## src/rtl/eth_csr_defs.svh

```systemverilog
`ifndef ETH_CSR_DEFS_SVH
`define ETH_CSR_DEFS_SVH

// ------------------------------------------------------------
// register offsets
// ------------------------------------------------------------
`define CSR_ADDR_W            12
`define CSR_DATA_W            32
`define OFS_LINK_CONFIG       12'h300
`define OFS_LINK_STATUS       12'h304
`define OFS_SCRATCH           12'h308
`define OFS_TX_COUNTER_STATUS 12'h946
`define OFS_RX_COUNTER_STATUS 12'h946

// ------------------------------------------------------------
// field positions
// ------------------------------------------------------------
`define CFG_FAULT_MODE_LSB    0
`define CFG_SOFT_TX_RST_BIT   4
`define CFG_SOFT_RX_RST_BIT   5
`define CNT_SHADOW_ON_BIT     1
`define CNT_SHADOW_REQ_BIT    2
`define STAT_CDR_LOCK_BIT     0
`define STAT_LANES_STABLE_BIT 1
`define STAT_BLOCK_LOCK_BIT   2
`define STAT_MARKER_LOCK_BIT  3
`define STAT_PCS_READY_BIT    4
`define STAT_LOCAL_FAULT_BIT  5
`define STAT_REMOTE_FAULT_BIT 6
`define STAT_ERR_RATE_BIT     7
`define STAT_BLOCK_READY_BIT  8
`define STAT_W                9

// ------------------------------------------------------------
// reset values
// ------------------------------------------------------------
`define RST_LINK_CONFIG       32'h0000_0002
`define RST_SCRATCH           32'h0000_0000
`define RST_COUNTER_STATUS    32'h0000_0000

// ------------------------------------------------------------
// timing
// ------------------------------------------------------------
`define CLK_PERIOD_NS         50
`define INIT_TIME_NS          800
`define INIT_CYCLES           ((`INIT_TIME_NS + `CLK_PERIOD_NS - 1) / `CLK_PERIOD_NS)
`define REC_DIV_A             64
`define REC_DIV_B             66

`endif

```

## src/rtl/eth_csr_pkg.sv

```systemverilog
package eth_csr_pkg;

   typedef enum logic [1:0] {
      fault_off,
      fault_one_way,
      fault_both_ways
   } fault_mode_t;

   typedef enum logic [1:0] {
      port_idle,
      port_take,
      port_halt
   } port_state_t;

endpackage

```

## src/rtl/csr_if.sv

```systemverilog
`timescale 1ns/10ps
`include "eth_csr_defs.svh"

interface csr_if;
   logic                       wr_en;
   logic                       rd_en;
   logic [`CSR_ADDR_W-1:0]     addr;
   logic [`CSR_DATA_W-1:0]     wdata;
   logic [`CSR_DATA_W-1:0]     rdata;
   logic                       snap_on;
   logic [`STAT_W-1:0]         live_status;
   eth_csr_pkg::fault_mode_t   fault_mode;
   logic                       soft_tx_rst;
   logic                       soft_rx_rst;

   modport port (
      output wr_en, rd_en, addr, wdata, snap_on, live_status,
      input  rdata, fault_mode, soft_tx_rst, soft_rx_rst
   );

   modport store (
      input  wr_en, rd_en, addr, wdata, snap_on, live_status,
      output rdata, fault_mode, soft_tx_rst, soft_rx_rst
   );
endinterface

```

## src/rtl/csr_regfile.sv

```systemverilog
`timescale 1ns/10ps
`include "eth_csr_defs.svh"

module csr_regfile (
   input  wire logic ref_clk,
   input  wire logic csr_rst_n,
   csr_if.store      bus
);

   logic [`CSR_DATA_W-1:0] link_config_reg;
   logic [`CSR_DATA_W-1:0] scratch_reg;
   logic [`CSR_DATA_W-1:0] tx_counter_status_reg;
   logic [`CSR_DATA_W-1:0] rx_counter_status_reg;
   logic [`CSR_DATA_W-1:0] rdata_reg;
   logic [`CSR_DATA_W-1:0] rdata_next;
   logic [`CSR_DATA_W-1:0] counter_view;
   logic                   hit_config;
   logic                   hit_status;
   logic                   hit_scratch;
   logic                   hit_tx_cnt;
   logic                   hit_rx_cnt;

   // ------------------------------------------------------------
   // address decode
   // ------------------------------------------------------------
   assign hit_config  = (bus.addr == `OFS_LINK_CONFIG);
   assign hit_status  = (bus.addr == `OFS_LINK_STATUS);
   assign hit_scratch = (bus.addr == `OFS_SCRATCH);
   assign hit_tx_cnt  = (bus.addr == `OFS_TX_COUNTER_STATUS);
   assign hit_rx_cnt  = (bus.addr == `OFS_RX_COUNTER_STATUS);

   // shadow-on follows the snapshot level or the software request
   assign counter_view = (tx_counter_status_reg | rx_counter_status_reg)
                       | ({31'h0000_0000, bus.snap_on} << `CNT_SHADOW_ON_BIT)
                       | ((tx_counter_status_reg & 32'h0000_0004) >> 1);

   always_comb begin
      rdata_next = 32'h0000_0000;
      if (hit_config) begin
         rdata_next = link_config_reg;
      end else if (hit_status) begin
         rdata_next = {23'h00_0000, bus.live_status};
      end else if (hit_scratch) begin
         rdata_next = scratch_reg;
      end else if (hit_tx_cnt || hit_rx_cnt) begin
         rdata_next = counter_view;
      end
   end

   // ------------------------------------------------------------
   // storage, cleared only by the global register reset
   // ------------------------------------------------------------
   always_ff @(posedge ref_clk) begin
      if (!csr_rst_n) begin
         link_config_reg       <= `RST_LINK_CONFIG;
         scratch_reg           <= `RST_SCRATCH;
         tx_counter_status_reg <= `RST_COUNTER_STATUS;
         rx_counter_status_reg <= `RST_COUNTER_STATUS;
         rdata_reg             <= 32'h0000_0000;
      end else begin
         if (bus.wr_en && hit_config) begin
            link_config_reg <= bus.wdata & 32'h0000_0033;
         end
         if (bus.wr_en && hit_scratch) begin
            scratch_reg <= bus.wdata;
         end
         if (bus.wr_en && hit_tx_cnt) begin
            tx_counter_status_reg <= bus.wdata & 32'h0000_0004;
         end
         if (bus.wr_en && hit_rx_cnt) begin
            rx_counter_status_reg <= bus.wdata & 32'h0000_0004;
         end
         if (bus.rd_en) begin
            rdata_reg <= rdata_next;
         end
      end
   end

   assign bus.rdata       = rdata_reg;
   assign bus.fault_mode  = eth_csr_pkg::fault_mode_t'(link_config_reg[1:0]);
   assign bus.soft_tx_rst = link_config_reg[`CFG_SOFT_TX_RST_BIT];
   assign bus.soft_rx_rst = link_config_reg[`CFG_SOFT_RX_RST_BIT];

endmodule

```

## src/rtl/eth_csr_port_and_status.sv

```systemverilog
`timescale 1ns/10ps
`include "eth_csr_defs.svh"


module eth_csr_port_and_status #(
   parameter int LANES       = 4,
   parameter int INIT_CYCLES = `INIT_CYCLES,
   parameter int REC_DIV_A   = `REC_DIV_A,
   parameter int REC_DIV_B   = `REC_DIV_B
) (
   input  wire logic                   ref_clk,
   input  wire logic                   nrst,
   input  wire logic                   csr_rst_n,
   input  wire logic                   tx_rst_n,
   input  wire logic                   rx_rst_n,
   input  wire logic [`CSR_ADDR_W-1:0] reg_addr,
   input  wire logic                   reg_read,
   input  wire logic                   reg_write,
   input  wire logic [`CSR_DATA_W-1:0] reg_writedata,
   output      logic [`CSR_DATA_W-1:0] reg_readdata,
   output      logic                   reg_readdata_valid,
   output      logic                   reg_waitrequest,
   input  wire logic [LANES-1:0]       lane_cdr_locked,
   input  wire logic [LANES-1:0]       lane_tx_ready,
   input  wire logic [LANES-1:0]       lane_block_aligned,
   input  wire logic                   rx_markers_found,
   input  wire logic                   rx_deskew_done,
   input  wire logic [LANES-1:0]       rx_lane_ready,
   input  wire logic                   rx_local_problem,
   input  wire logic                   rx_remote_fault_seen,
   input  wire logic                   rx_ber_state,
   input  wire logic                   stats_snapshot,
   output      logic                   cdr_lock,
   output      logic                   recovered_clock_slow_a,
   output      logic                   recovered_clock_slow_b,
   output      logic                   tx_lanes_stable,
   output      logic                   rx_block_lock,
   output      logic                   receive_marker_aligned,
   output      logic                   rx_pcs_ready,
   output      logic                   local_fault_status,
   output      logic                   remote_fault_status,
   output      logic                   receive_error_rate_high,
   output      logic                   block_ready
);

   csr_if csr ();

   eth_csr_pkg::port_state_t state_reg;
   eth_csr_pkg::port_state_t state_next;
   logic                     valid_reg;
   logic                     valid_next;
   logic                     request;
   logic                     take;
   logic                     port_live;
   logic                     snap_prev_reg;
   logic                     snap_on_reg;
   logic                     snap_rise;
   logic                     snap_fall;
   logic                     tx_held;
   logic                     rx_held;
   logic [15:0]              init_cnt_reg;
   logic                     ready_reg;
   logic [7:0]               div_a_reg;
   logic [7:0]               div_b_reg;
   logic                     slow_a_reg;
   logic                     slow_b_reg;
   logic                     cdr_lock_reg;
   logic                     lanes_stable_reg;
   logic                     block_lock_reg;
   logic                     marker_lock_reg;
   logic                     pcs_ready_reg;
   logic                     local_fault_reg;
   logic                     remote_fault_reg;
   logic                     err_rate_reg;
   logic                     local_fault_next;
   logic                     remote_fault_next;

   // ------------------------------------------------------------
   // access handshake
   // ------------------------------------------------------------
   // port is silent while nrst is low and through the global register reset
   assign port_live = nrst && csr_rst_n;
   assign request   = reg_read || reg_write;
   assign take      = port_live && (state_reg == eth_csr_pkg::port_take) && request;

   // one wait cycle per access; host holds the request meanwhile
   assign reg_waitrequest = !take;

   always_comb begin
      state_next = state_reg;
      valid_next = 1'b0;
      case (state_reg)
         eth_csr_pkg::port_idle: begin
            if (request) begin
               state_next = eth_csr_pkg::port_take;
            end
         end
         eth_csr_pkg::port_take: begin
            state_next = eth_csr_pkg::port_idle;
            valid_next = reg_read;
         end
         default: begin
            state_next = eth_csr_pkg::port_idle;
         end
      endcase
   end

   always_ff @(posedge ref_clk) begin
      if (!nrst || !csr_rst_n) begin
         state_reg <= eth_csr_pkg::port_idle;
         valid_reg <= 1'b0;
      end else begin
         state_reg <= state_next;
         valid_reg <= valid_next;
      end
   end

   assign reg_readdata_valid = valid_reg;
   assign reg_readdata       = csr.rdata;

   // ------------------------------------------------------------
   // register file link
   // ------------------------------------------------------------
   assign csr.wr_en = take && reg_write;
   assign csr.rd_en = take && reg_read;
   assign csr.addr  = reg_addr;
   assign csr.wdata = reg_writedata;

   assign csr.snap_on     = snap_on_reg;
   assign csr.live_status = {ready_reg, err_rate_reg, remote_fault_reg, local_fault_reg,
                             pcs_ready_reg, marker_lock_reg, block_lock_reg,
                             lanes_stable_reg, cdr_lock_reg};

   csr_regfile u_regfile (
      .ref_clk   (ref_clk),
      .csr_rst_n (csr_rst_n),
      .bus       (csr.store)
   );

   // ------------------------------------------------------------
   // statistics snapshot
   // ------------------------------------------------------------
   assign snap_rise = stats_snapshot && !snap_prev_reg;
   assign snap_fall = !stats_snapshot && snap_prev_reg;

   always_ff @(posedge ref_clk) begin
      if (!csr_rst_n) begin
         snap_prev_reg <= 1'b0;
         snap_on_reg   <= 1'b0;
      end else begin
         snap_prev_reg <= stats_snapshot;
         if (snap_rise) begin
            snap_on_reg <= 1'b1;
         end else if (snap_fall) begin
            snap_on_reg <= 1'b0;
         end
      end
   end

   // ------------------------------------------------------------
   // reset holds and block ready
   // ------------------------------------------------------------
   assign tx_held = !csr_rst_n || !tx_rst_n || csr.soft_tx_rst;
   assign rx_held = !csr_rst_n || !rx_rst_n || csr.soft_rx_rst;

   always_ff @(posedge ref_clk) begin
      if (!nrst || tx_held) begin
         init_cnt_reg <= 16'h0000;
         ready_reg    <= 1'b0;
      end else if (init_cnt_reg == 16'(INIT_CYCLES - 1)) begin
         ready_reg    <= 1'b1;
      end else begin
         init_cnt_reg <= init_cnt_reg + 16'h0001;
      end
   end

   assign block_ready = ready_reg;

   // ------------------------------------------------------------
   // link fault qualification
   // ------------------------------------------------------------
   assign local_fault_next  = rx_local_problem
                            && ((csr.fault_mode == eth_csr_pkg::fault_one_way)
                            ||  (csr.fault_mode == eth_csr_pkg::fault_both_ways));
   assign remote_fault_next = rx_remote_fault_seen
                            && (csr.fault_mode == eth_csr_pkg::fault_both_ways);

   // ------------------------------------------------------------
   // transmit side status
   // ------------------------------------------------------------
   always_ff @(posedge ref_clk) begin
      if (!nrst || tx_held) begin
         lanes_stable_reg <= 1'b0;
      end else begin
         lanes_stable_reg <= &lane_tx_ready;
      end
   end

   // ------------------------------------------------------------
   // receive side status
   // ------------------------------------------------------------
   always_ff @(posedge ref_clk) begin
      if (!nrst || rx_held) begin
         cdr_lock_reg     <= 1'b0;
         block_lock_reg   <= 1'b0;
         marker_lock_reg  <= 1'b0;
         pcs_ready_reg    <= 1'b0;
         local_fault_reg  <= 1'b0;
         remote_fault_reg <= 1'b0;
         err_rate_reg     <= 1'b0;
      end else begin
         cdr_lock_reg     <= &lane_cdr_locked;
         block_lock_reg   <= &lane_block_aligned;
         marker_lock_reg  <= rx_markers_found && rx_deskew_done;
         pcs_ready_reg    <= (&rx_lane_ready) && rx_markers_found
                           && rx_deskew_done && (&lane_block_aligned);
         local_fault_reg  <= local_fault_next;
         remote_fault_reg <= remote_fault_next;
         err_rate_reg     <= rx_ber_state;
      end
   end

   assign cdr_lock                = cdr_lock_reg;
   assign tx_lanes_stable         = lanes_stable_reg;
   assign rx_block_lock           = block_lock_reg;
   assign receive_marker_aligned  = marker_lock_reg;
   assign rx_pcs_ready            = pcs_ready_reg;
   assign local_fault_status      = local_fault_reg;
   assign remote_fault_status     = remote_fault_reg;
   assign receive_error_rate_high = err_rate_reg;

   // ------------------------------------------------------------
   // divided recovered-rate enables
   // ------------------------------------------------------------
   // held quiet until lock so no consumer sees a stray pulse
   always_ff @(posedge ref_clk) begin
      if (!nrst || !cdr_lock_reg) begin
         div_a_reg  <= 8'h00;
         div_b_reg  <= 8'h00;
         slow_a_reg <= 1'b0;
         slow_b_reg <= 1'b0;
      end else begin
         slow_a_reg <= (div_a_reg == 8'(REC_DIV_A - 1));
         slow_b_reg <= (div_b_reg == 8'(REC_DIV_B - 1));
         if (div_a_reg == 8'(REC_DIV_A - 1)) begin
            div_a_reg <= 8'h00;
         end else begin
            div_a_reg <= div_a_reg + 8'h01;
         end
         if (div_b_reg == 8'(REC_DIV_B - 1)) begin
            div_b_reg <= 8'h00;
         end else begin
            div_b_reg <= div_b_reg + 8'h01;
         end
      end
   end

   assign recovered_clock_slow_a = slow_a_reg;
   assign recovered_clock_slow_b = slow_b_reg;

endmodule
```

## config.mk

```make
export PLATFORM = sky130hd
export DESIGN_NAME = eth_csr_port_and_status
export DESIGN_NICKNAME = d
export VERILOG_FILES = /design/src/rtl/eth_csr_pkg.sv /design/src/rtl/csr_if.sv /design/src/rtl/csr_regfile.sv /design/src/rtl/eth_csr_port_and_status.sv
export VERILOG_INCLUDE_DIRS = /design/src /design/src/rtl
export SDC_FILE = /design/constraint.sdc
export NUM_CORES = 1
export LEC_CHECK = 0
export BUFFER_PORTS_ARGS = -buffer_cell sky130_fd_sc_hd__buf_2
export CAP_MARGIN = 0
export CORE_MARGIN = 5
export CORE_UTILIZATION = 40
export CTS_CLUSTER_DIAMETER = 50
export DETAILED_ROUTE_END_ITERATION = 10
export PLACE_DENSITY_LB_ADDON = 0.05
export SLEW_MARGIN = 10
export SYNTH_ARGS = -nofsm -noshare
export SYNTH_HDL_FRONTEND = slang
export SYNTH_SLANG_ARGS = --single-unit
```

## constraint.sdc

```tcl
create_clock -name ref_clk -period 1.7 [get_ports ref_clk]
set_clock_uncertainty 0.05 [all_clocks]
set_input_delay 0.17 -clock ref_clk [delete_from_list [all_inputs] [get_ports ref_clk]]
set_output_delay 0.17 -clock ref_clk [all_outputs]
set_load 0.01 [all_outputs]
```

* Word-level counts from Yosys, hierarchy flattened *
Index checks and enable logic that the tools add are counted.

cells by class
  mux-type cells = 6
  bitwise operators = 5
  reduce and logical (&&, ||, !) cells = 44
  eq/ne operators = 9
  $add $sub $neg = 3

operators by type and width
  cell                                                                      count
  32-bit 2-to-1 mux                                                         4
  32-bit by 2-bit bitwise OR with 32-bit output                             2
  12-bit by 10-bit equality test with 1-bit output (second input constant)  3
  16-bit by 1-bit adder with 16-bit output (second input constant)          1
  8-bit by 1-bit adder with 8-bit output (second input constant)            2
  16-bit by 4-bit equality test with 1-bit output (second input constant)   1
  1-bit logical AND                                                         16
  4-bit AND reduction                                                       4
  12-bit equality test (second input constant)                              1
  1-bit logical OR                                                          10
  8-bit by 6-bit equality test with 1-bit output (second input constant)    1
  8-bit by 7-bit equality test with 1-bit output (second input constant)    1
  1-bit logical NOT                                                         8
  2-bit OR reduction                                                        4
  3-bit bitwise OR                                                          1
  2-bit by 1-bit equality test with 1-bit output (second input constant)    1
  2-bit equality test (second input constant)                               1
  2-bit logical NOT                                                         1
  1-bit 2-to-1 mux                                                          2
  1-bit inverter                                                            2
  2-bit nonzero test                                                        1

word-level totals
  bits in registers = 116
  bits of input ports = 73
  logic and storage cells = 89

* Logic depth before layout (Yosys ltp) *
Gate-level depths: netlist (run 1).

  depth after elaboration = 7
  mapped depth = 7

* Modules after synthesis *
Synthesis (run 1) repeated with hierarchy kept, for this count alone.

unflattened totals
  cells, all modules = 546
  area, all modules = 4867.2 sq um

modules (own cells, without submodules)
  module                   cells each  instances  sequential area each (sq um)  area an instance (sq um)
  csr_regfile              344         1          1381.3                        2956.6
  eth_csr_port_and_status  202         1          940.9                         1910.6

* Least setup slack after synthesis (run 1) *
OpenSTA, ideal clock, no wires.

  path kind = flip-flop to flip-flop
  start = reg init_cnt_reg[0]
  end = reg init_cnt_reg[3]
  setup slack = -0.113 ns
  required time = 1.529 ns
  data arrival time = 1.643 ns
  stages on the path, launching flop included = 7
  path buffers = 1
  setup time = 0.121 ns
  path through = dfxtp_1 > ha_1 > and3_1 > clkbuf_1 > nand4_1 > nand4_1 > mux2_2

on the way
  cells in the longest elaborated chain, start to end = 1
  elaborated cells between the ends (all ways) = 2

ends and longest elaborated chain
  item                                                                                                         RTL line                                                        RTL
  start: declaration                                                                                           eth_csr_port_and_status.sv:61                                   logic [15:0] init_cnt_reg;
  start signal: assignment                                                                                     eth_csr_port_and_status.sv:173                                  init_cnt_reg <= init_cnt_reg + 16'h0001;
  16-bit by 1-bit adder with 16-bit output or 16-bit by 4-bit equality test with 1-bit output (tied branches)  eth_csr_port_and_status.sv:173, eth_csr_port_and_status.sv:170

Parallel ways exist; a longest one is shown, timed or not.
A chain may end at the register's enable or synchronous reset.

* Worst setup path after layout (run 1) *
  start = reg state_reg[0]
  end = reg u_regfile.rdata_reg[11], in the netlist u_regfile.bus.rdata[11]

on the way
  cells in the longest elaborated chain, start to end = 3

ends and longest elaborated chain
  item                            RTL line                        RTL
  start: declaration              eth_csr_port_and_status.sv:48   eth_csr_pkg::port_state_t state_reg;
  start signal: assignment        eth_csr_port_and_status.sv:110  state_reg <= eth_csr_pkg::port_idle;
  start signal: assignment        eth_csr_port_and_status.sv:113  state_reg <= state_next;
  1-bit logical AND (2 in a row)  eth_csr_port_and_status.sv:84   assign take = port_live && (state_reg == eth_csr_pkg::port_take) && request;
  1-bit logical AND               eth_csr_port_and_status.sv:125  assign csr.rd_en = take && reg_read;
  end signal: assignment          csr_regfile.sv:74               rdata_reg <= rdata_next;
  end: declaration                csr_regfile.sv:14               logic [`CSR_DATA_W-1:0] rdata_reg;

No other way between the ends.

==> summary.txt, run 1 <==
P_sw: 1292 uW
Sink Count: 116
First-pass GRT wire length: 19,260 um
Worst Max-Slew Pin Slew: 336.3 ps
Inserted Clock Buffers: 17
Antenna diodes: 0
Io pins: 118
Fin cells: 813
Top-area cell type share of the netlist area: 50.39%
RSZ-0062 raised after global routing: yes
Fin Setup TNS: 0 ps
1st-iter DRT viols: 129
Cell count after synthesis: 482
Die height: 117.3 um
PortBufs: 117
Required @ worst endpoint: 2000 ps
Slew headroom: 77.58%
Clk pwr share: 50.8%
Worst-skew pair later-pin latency: 410 ps
FF+latch area: 0.002323 sq mm
Max Cap Viol: 0
Placer Congestion: 0.7792
FF+latch count, synth: 116
Tmin final: 1629 ps
DRC Markers: 0
Core Footprint: 0.01137 sq mm
Final hold vios: 0
Crit path largest cell delay: 420 ps
Outcome: completed
F_max: 614.0 MHz
Worst path arrival time: 1930 ps
Initial antenna violation count: 0
Post-synthesis cell area: 0.004608 sq mm
Post-CTS setup buffers: 0
Hold Crit Class: primary input to flip-flop
Via count: 3,899
HPWL Detailed: 8104 um
Static Leak: 0.002757 uW
VDD IR max: 0.0006710 V
Final Max Tran Viols: 0
Root Buffer: clkbuf_16
Maximum number of pins on one net before global-route repair: 80
Critical path class: flip-flop to flip-flop
Crit path cell chain: nand4_1 -> or3_4 -> nor4_4 -> buf_12 -> a22o_1
Initial Util: 40.53%
Warnings, synthesis: 0
Element type at the critical path start: flip-flop
Avg Inst Size Synth: 9.561 sq um
Multi-input logic area: 0.002142 sq mm
Tcrit/Tclk final: 95.81%
WP buf/inv: 1
Sequential area share after synthesis: 50.39%
EDFF count, synth: 0
Most common flop cell mapped by yosys: dfxtp_1
DR pass1 iterations: 6
Area leader, netlist: dfxtp_1
Clk slew on worst S/H paths: 50 ps
Htree depth: 4
Vias in the first global route: 3,908
Layout fillers: 1,028
Switching portion of total power: 20.76%
Die Width: 117.3 um
Fin nets: 738
Via density: 4.796
All-Layer GR Usage: 17.05%
Antenna Nets Post-Route: 0
Most common cell in the synthesized netlist: dfxtp_1
Synthesis-to-finish area growth: 40.67%
Final setup viols: 0
Grt total ovfl: 0
Routed wire length: 11,440 um
Gate power share: 5.2%
Worst setup EP type: flip-flop
Reg power frac: 44.0%
Pint: 4932 uW
CTS Buffer Depth: 2
Hold slack: 15.72 ps
Avg WL per Cell: 14.07 um
Worst path top cell family by delay: simple AND/OR/NAND/NOR gates
CTS tree: done
Post-synth top cells: dfxtp_1, nand2_1, mux2i_1
Crit path max fanout: 23
Critical path's slowest cell: or3_4
Synth unique cells: 43
Area contributors post-synth: dfxtp_1, mux2i_1, nand2_1
Placed insts: 740
Post-synthesis async set-or-reset flop share: 0%
Fraction of layout cells with a size suffix above 1: 27.61%
Site Rows: 39
Die ar.: 0.01377 sq mm
Post-Syn Nets: 561
Cell Pwr Density: 960.1 mW/mm^2
==> power groups by stage <==
| stage | combinational (uW) | sequential (uW) | clock [uW] |
|---|---|---|---|
| 4_1_cts | 322 | 2740 | 3250 |
| 3_5_place_dp | 246 | 2790 | 0 |
| 2_1_floorplan | 104 | 2790 | 0 |
| 5_1_grt | 357 | 2730 | 3400 |
| 3_3_place_gp | 244 | 2790 | 0 |
| 6_report | 322 | 2740 | 3160 |
==> metal layers <==
| metal | vias up | part of all wire, % | GRT usage [%] | routed length [um] |
|---|---|---|---|---|
| met1 | 1778 | 47 | 21.95 | 5402 |
| met3 | 11 | 4.8 | 5.486 | 548 |
| met4 | 0 | 1.4 | 6.091 | 156 |
| li1 | 2026 | - | - | - |
| met2 | 84 | 47 | 26.80 | 5332 |
| met5 | - | 0 | 0 | 0 |
==> cells by family (layout without fill, tap and decap cells) <==
| family | after synthesis | after routing | synth area share [%] |
|---|---|---|---|
| AO/OA/AOI/OAI | 57 | 57 | 9.395 |
| XOR/XNOR | 23 | 23 | 4.371 |
| adder cells (fa/ha/maj) | 6 | 6 | 1.629 |
| buffers and inverters | 37 | 225 | 3.692 |
| flip-flops | 116 | 116 | 50.39 |
| multiplexers | 40 | 40 | 8.716 |
| AND/OR/NAND/NOR | 203 | 203 | 21.80 |
==> stage by stage <==
step                      setup WS [ps]  util (%)  cell area (sq um)  power, uW
after floorplan                   11.33         -               4618       2897
after global placement           -123.7     48.33               5495       3036
after detailed placement         -152.0     48.33               5495       3039
after CTS                         12.11     56.78               6456       6310
after global routing             -33.88     57.02               6482       6491
final                             71.27     57.02               6482       6224
==> area by class of cell <==
cell class | count | area share [%]
Clock buffer | 25 | 7.798
Clock inverter | 5 | 0.3860
Inverter | 9 | 0.5211
Multi-Input combinational cell | 329 | 33.04
Sequential cell | 116 | 35.84
Tap cell | 143 | 2.760
Timing Repair Buffer | 186 | 19.65
==> worst paths after layout <==
path	to	slack, ps	from	depth (start not counted)
worst min register to register	u_regfile.bus.rdata[6]$_SDFFE_PN0P_	400	u_regfile.bus.rdata[6]$_SDFFE_PN0P_	2
worst max-delay path	u_regfile.bus.rdata[11]$_SDFFE_PN0P_	70	state_reg[0]$_SDFFE_PP0N_	5
worst max register to register	u_regfile.bus.rdata[11]$_SDFFE_PN0P_	70	state_reg[0]$_SDFFE_PP0N_	5
worst min-delay path	receive_marker_aligned$_SDFF_PP0_	20	rx_deskew_done	3
==> worst register-to-register path: stages (launching register included) <==
cell and delay, ps:
dfxtp_2 330, nand4_1 200, or3_4 420, nor4_4 200
buf_12 210, a22o_1 160
==> placed cells by master (no fill, tap or decap), types with 8 or more instances in the layout <==
cell type / n
buf_4: 21
nand2_1: 81
dfxtp_1: 115
clkbuf_16: 17
a22o_1: 23
nor2_1: 38
inv_1: 9
and3_1: 8
nand4_1: 15
mux2i_1: 39
nand3_1: 15
dlygate4sd3_1: 43
buf_2: 117
xor2_1: 18
a21oi_1: 8
==> what timing repair did <==
item | 4_1_cts | 5_1_grt
hold buffers | 43 | 0
resized for setup | 0 | 7
hold endpoints to repair | 43 | 0
endpoints found under the setup margin | 0 | 67
Note: power is estimated with default switching activity, not from simulation.
==> run 2, diff against run 1 <==
--- a/config.mk
+++ b/config.mk
@@ -6,6 +6,7 @@
 export SDC_FILE = /design/constraint.sdc
 export NUM_CORES = 1
 export LEC_CHECK = 0
+export ABC_AREA = 1
 export BUFFER_PORTS_ARGS = -buffer_cell sky130_fd_sc_hd__buf_2
 export CAP_MARGIN = 0
 export CORE_MARGIN = 5
@@ -16,4 +17,5 @@
 export SLEW_MARGIN = 10
 export SYNTH_ARGS = -nofsm -noshare
 export SYNTH_HDL_FRONTEND = slang
+export SYNTH_HIERARCHICAL = 1
 export SYNTH_SLANG_ARGS = --single-unit
==> summary.txt, run 2 <==
Die height: 120.3 um (+2.5%)
Pint: 5107 uW (+3.6%)
Synthesis-to-finish area growth: 35.11%
Placer Congestion: 0.8920 (+14%)
Static Leak: 0.002802 uW (+1.6%)
Tcrit/Tclk final: 88.44% (-7.4 points)
Element type at the critical path start: primary input
Worst Hold Depth: 3 (unchanged)
Fin Setup TNS: 0 ps (unchanged)
First-pass GRT wire length: 20,130 um (+4.5%)
Worst path top cell family by delay: buffers and inverters
Area leader, netlist: dfxtp_1
F_max: 665.2 MHz (+8.3%)
Top-area cell type share of the netlist area: 47.70% (-2.7 points)
Synth unique cells: 30 (-30%)
Die ar.: 0.01448 sq mm (+5.2%)
Maximum number of pins on one net before global-route repair: 50 (-38%)
Avg Inst Size Synth: 7.467 sq um (-22%)
Critical path's slowest cell: dlygate4sd3_1
Antenna Nets Post-Route: 0 (unchanged)
Worst-skew pair later-pin latency: 400 ps (about the same)
Area contributors post-synth: dfxtp_1, nand2_1, a21oi_1
Most frequent cells in the layout: nand2_1, buf_2, dfxtp_1, inv_1, a21oi_1
Crit path largest cell delay: 530 ps (+110 ps)
DRC Markers: 0 (unchanged)
Slew headroom: 67.22% (-10 points)
Post-synthesis async set-or-reset flop share: 0% (unchanged)
Worst Max-Slew Pin Slew: 491.7 ps (+155.4 ps)
Required @ worst endpoint: 1480 ps (-520 ps)
Worst path arrival time: 1280 ps (-650 ps)
Placed insts: 911 (+23%)
Critical path depth: 5 (unchanged)
Hold slack: 12.37 ps (-3.356 ps)
CTS Buffer Depth: 2 (unchanged)
Antenna diodes: 0 (unchanged)
VDD IR max: 0.0006919 V (+3.1%)
RR Endpoint: u_regfile/scratch_reg[22]$_SDFFE_PN0P_
Cts hold-fix bufs: 34 (-21%)
Post-synthesis cell area: 0.004868 sq mm (+5.6%)
Worst-case reg-to-reg path depth: 6 (+1)
All-Layer GR Usage: 17.32% (+0.27 points)
Hold Crit Class: primary input to flip-flop
CTS tree: done
EDFF count, synth: 0 (unchanged)
Fin cells: 977 (+20%)
Final WS setup: 196.6 ps (+125.3 ps)
Initial Util: 40.70% (+0.17 points)
P_sw: 1328 uW (+2.7%)
Die Width: 120.3 um (+2.5%)
Final Max Tran Viols: 0 (unchanged)
Final setup viols: 0 (unchanged)
Fraction of layout cells with a size suffix above 1: 22.77% (-4.8 points)
Fin nets: 896 (+21%)
Sink Count: 116 (unchanged)
RSZ-0062 raised after global routing: no
Most common flop cell mapped by yosys: dfxtp_1
CP startpoint: reg_read
Reg power frac: 42.6% (-1.4 points)
HPWL Detailed: 9056 um (+12%)
Site Rows: 40 (+2.6%)
Avg WL per Cell: 12.71 um (-9.7%)
Root Buffer: clkbuf_16
Routed wire length: 12,420 um (+8.6%)
Inserted Clock Buffers: 17 (unchanged)
Via count: 4,543 (+17%)
Post-synth top cells: nand2_1, dfxtp_1, inv_1
Initial antenna violation count: 0 (unchanged)
Vias in the first global route: 4,293 (+9.9%)
Cell count after synthesis: 652 (+35%)
Crit path cell chain: dlygate4sd3_1 -> buf_2 -> nor2_1 -> or2_2 -> buf_2
Cell Pwr Density: 978.3 mW/mm^2 (+1.9%)
Final hold vios: 0 (unchanged)
DR pass1 iterations: 4 (-2)
Clk pwr share: 52.8% (+2.0 points)
Hold Path Origin: reg_writedata[21]
FF+latch count, synth: 116 (unchanged)
Worst r2r src: state_reg[0]$_SDFFE_PP0P_
Warnings, synthesis: 6 (+6)
Worst setup EP type: output port
Gate power share: 4.6% (-0.6 points)
Worst slack, placed: 126.8 ps (+278.8 ps)
Most common cell in the synthesized netlist: nand2_1
PortBufs: 117 (unchanged)
Tmin final: 1503 ps (-125.3 ps)
Core Footprint: 0.01196 sq mm (+5.2%)
Reg2reg setup slack: 280 ps (+210 ps)
Crit path max fanout: 2 (-91%)
Clk slew on worst S/H paths: 50 ps (about the same)
Post-CTS setup buffers: 0 (unchanged)
CP most frequent cell: buf_2
Hold endpoint: u_regfile/scratch_reg[21]$_SDFFE_PN0P_
Critical path class: primary input to output port
Switching portion of total power: 20.63% (-0.13 points)
Post-Syn Nets: 731 (+30%)
Htree depth: 4 (unchanged)
Via density: 4.650 (-3.0%)
1st-iter DRT viols: 252 (+95%)
Grt total ovfl: 0 (unchanged)
Outcome: completed
Io pins: 118 (unchanged)
Sequential area share after synthesis: 47.70% (-2.7 points)
Commonest non-fill, non-tap cell in the layout: nand2_1
Max Cap Viol: 0 (unchanged)
Post_cts resized: 0 (unchanged)
WP buf/inv: 3 (+2)
-- run 2: cell types whose count changed in the layout (fill, tap and decap cells not counted), moves of 23 or more --
cell / previous run / this run
nand2_1: 81 / 123
o21ai_1: 1 / 27
nand3_1: 15 / 38
nor2_1: 38 / 70
inv_1: 9 / 87
a22o_1: 23 / 0
a21oi_1: 8 / 80
mux2i_1: 39 / 0
-- run 2: cell type report --
class / instances / area (sq um)
Clock buffer: 22 / 464.2
Clock inverter: 10 / 106.4
Fill cell: 1156 / 5384
Inverter: 88 / 330.3
Multi-Input combinational cell: 428 / 2095
Sequential cell: 116 / 2322
Tap cell: 147 / 183.9
Timing Repair Buffer: 166 / 1076
-- run 2: worst max-delay path by stage --
stage                                                      to
finish                                        reg_waitrequest
global route           u_regfile/scratch_reg[22]$_SDFFE_PN0P_
CTS                                           reg_waitrequest
detailed placement  u_regfile/link_config_reg[5]$_SDFFE_PN0P_
global placement       u_regfile/scratch_reg[21]$_SDFFE_PN0P_
floorplan              u_regfile/scratch_reg[23]$_SDFFE_PN0P_
-- run 2: cells by family after synthesis --
family,synth area share [%]
flops,47.70
xor+xnor,1.619
simple gates,25.47
buf+inv,9.329
fa+ha+maj,1.542
compound gates,14.34
-- run 2: per-layer routing --
layer	wire length, um	GRT usage (%)
met1	5749	21.89
met2	5877	28.28
met4	173	7.153
met5	0	0
met3	619	4.350
-- run 2: per-stage QoR --
step / total power [uW] / util, % / instance area (sq um)
after global placement: 3034 / 47.37 / 5667
after global routing: 6663 / 54.99 / 6578
final: 6435 / 54.99 / 6578
after CTS: 6520 / 54.99 / 6578
after detailed placement: 3038 / 47.37 / 5667
after floorplan: 2898 / - / 4868
-- run 2: power by group through the flow --
stage                     Sequential, uW  Combinational [uW]  Clock (uW)
after floorplan                     2800                97.5           0
after global placement              2800                 235           0
after detailed placement            2800                 238           0
after CTS                           2740                 298        3480
after global routing                2740                 329        3590
final                               2740                 296        3400
-- run 2: worst register-to-register path: stages (launching register included) --
cell and delay [ps]:
dfxtp_1 320, nand2_1 100, nor2_1 230, nand2_4 100, buf_4 240, o21ai_0 200, a21oi_1 50
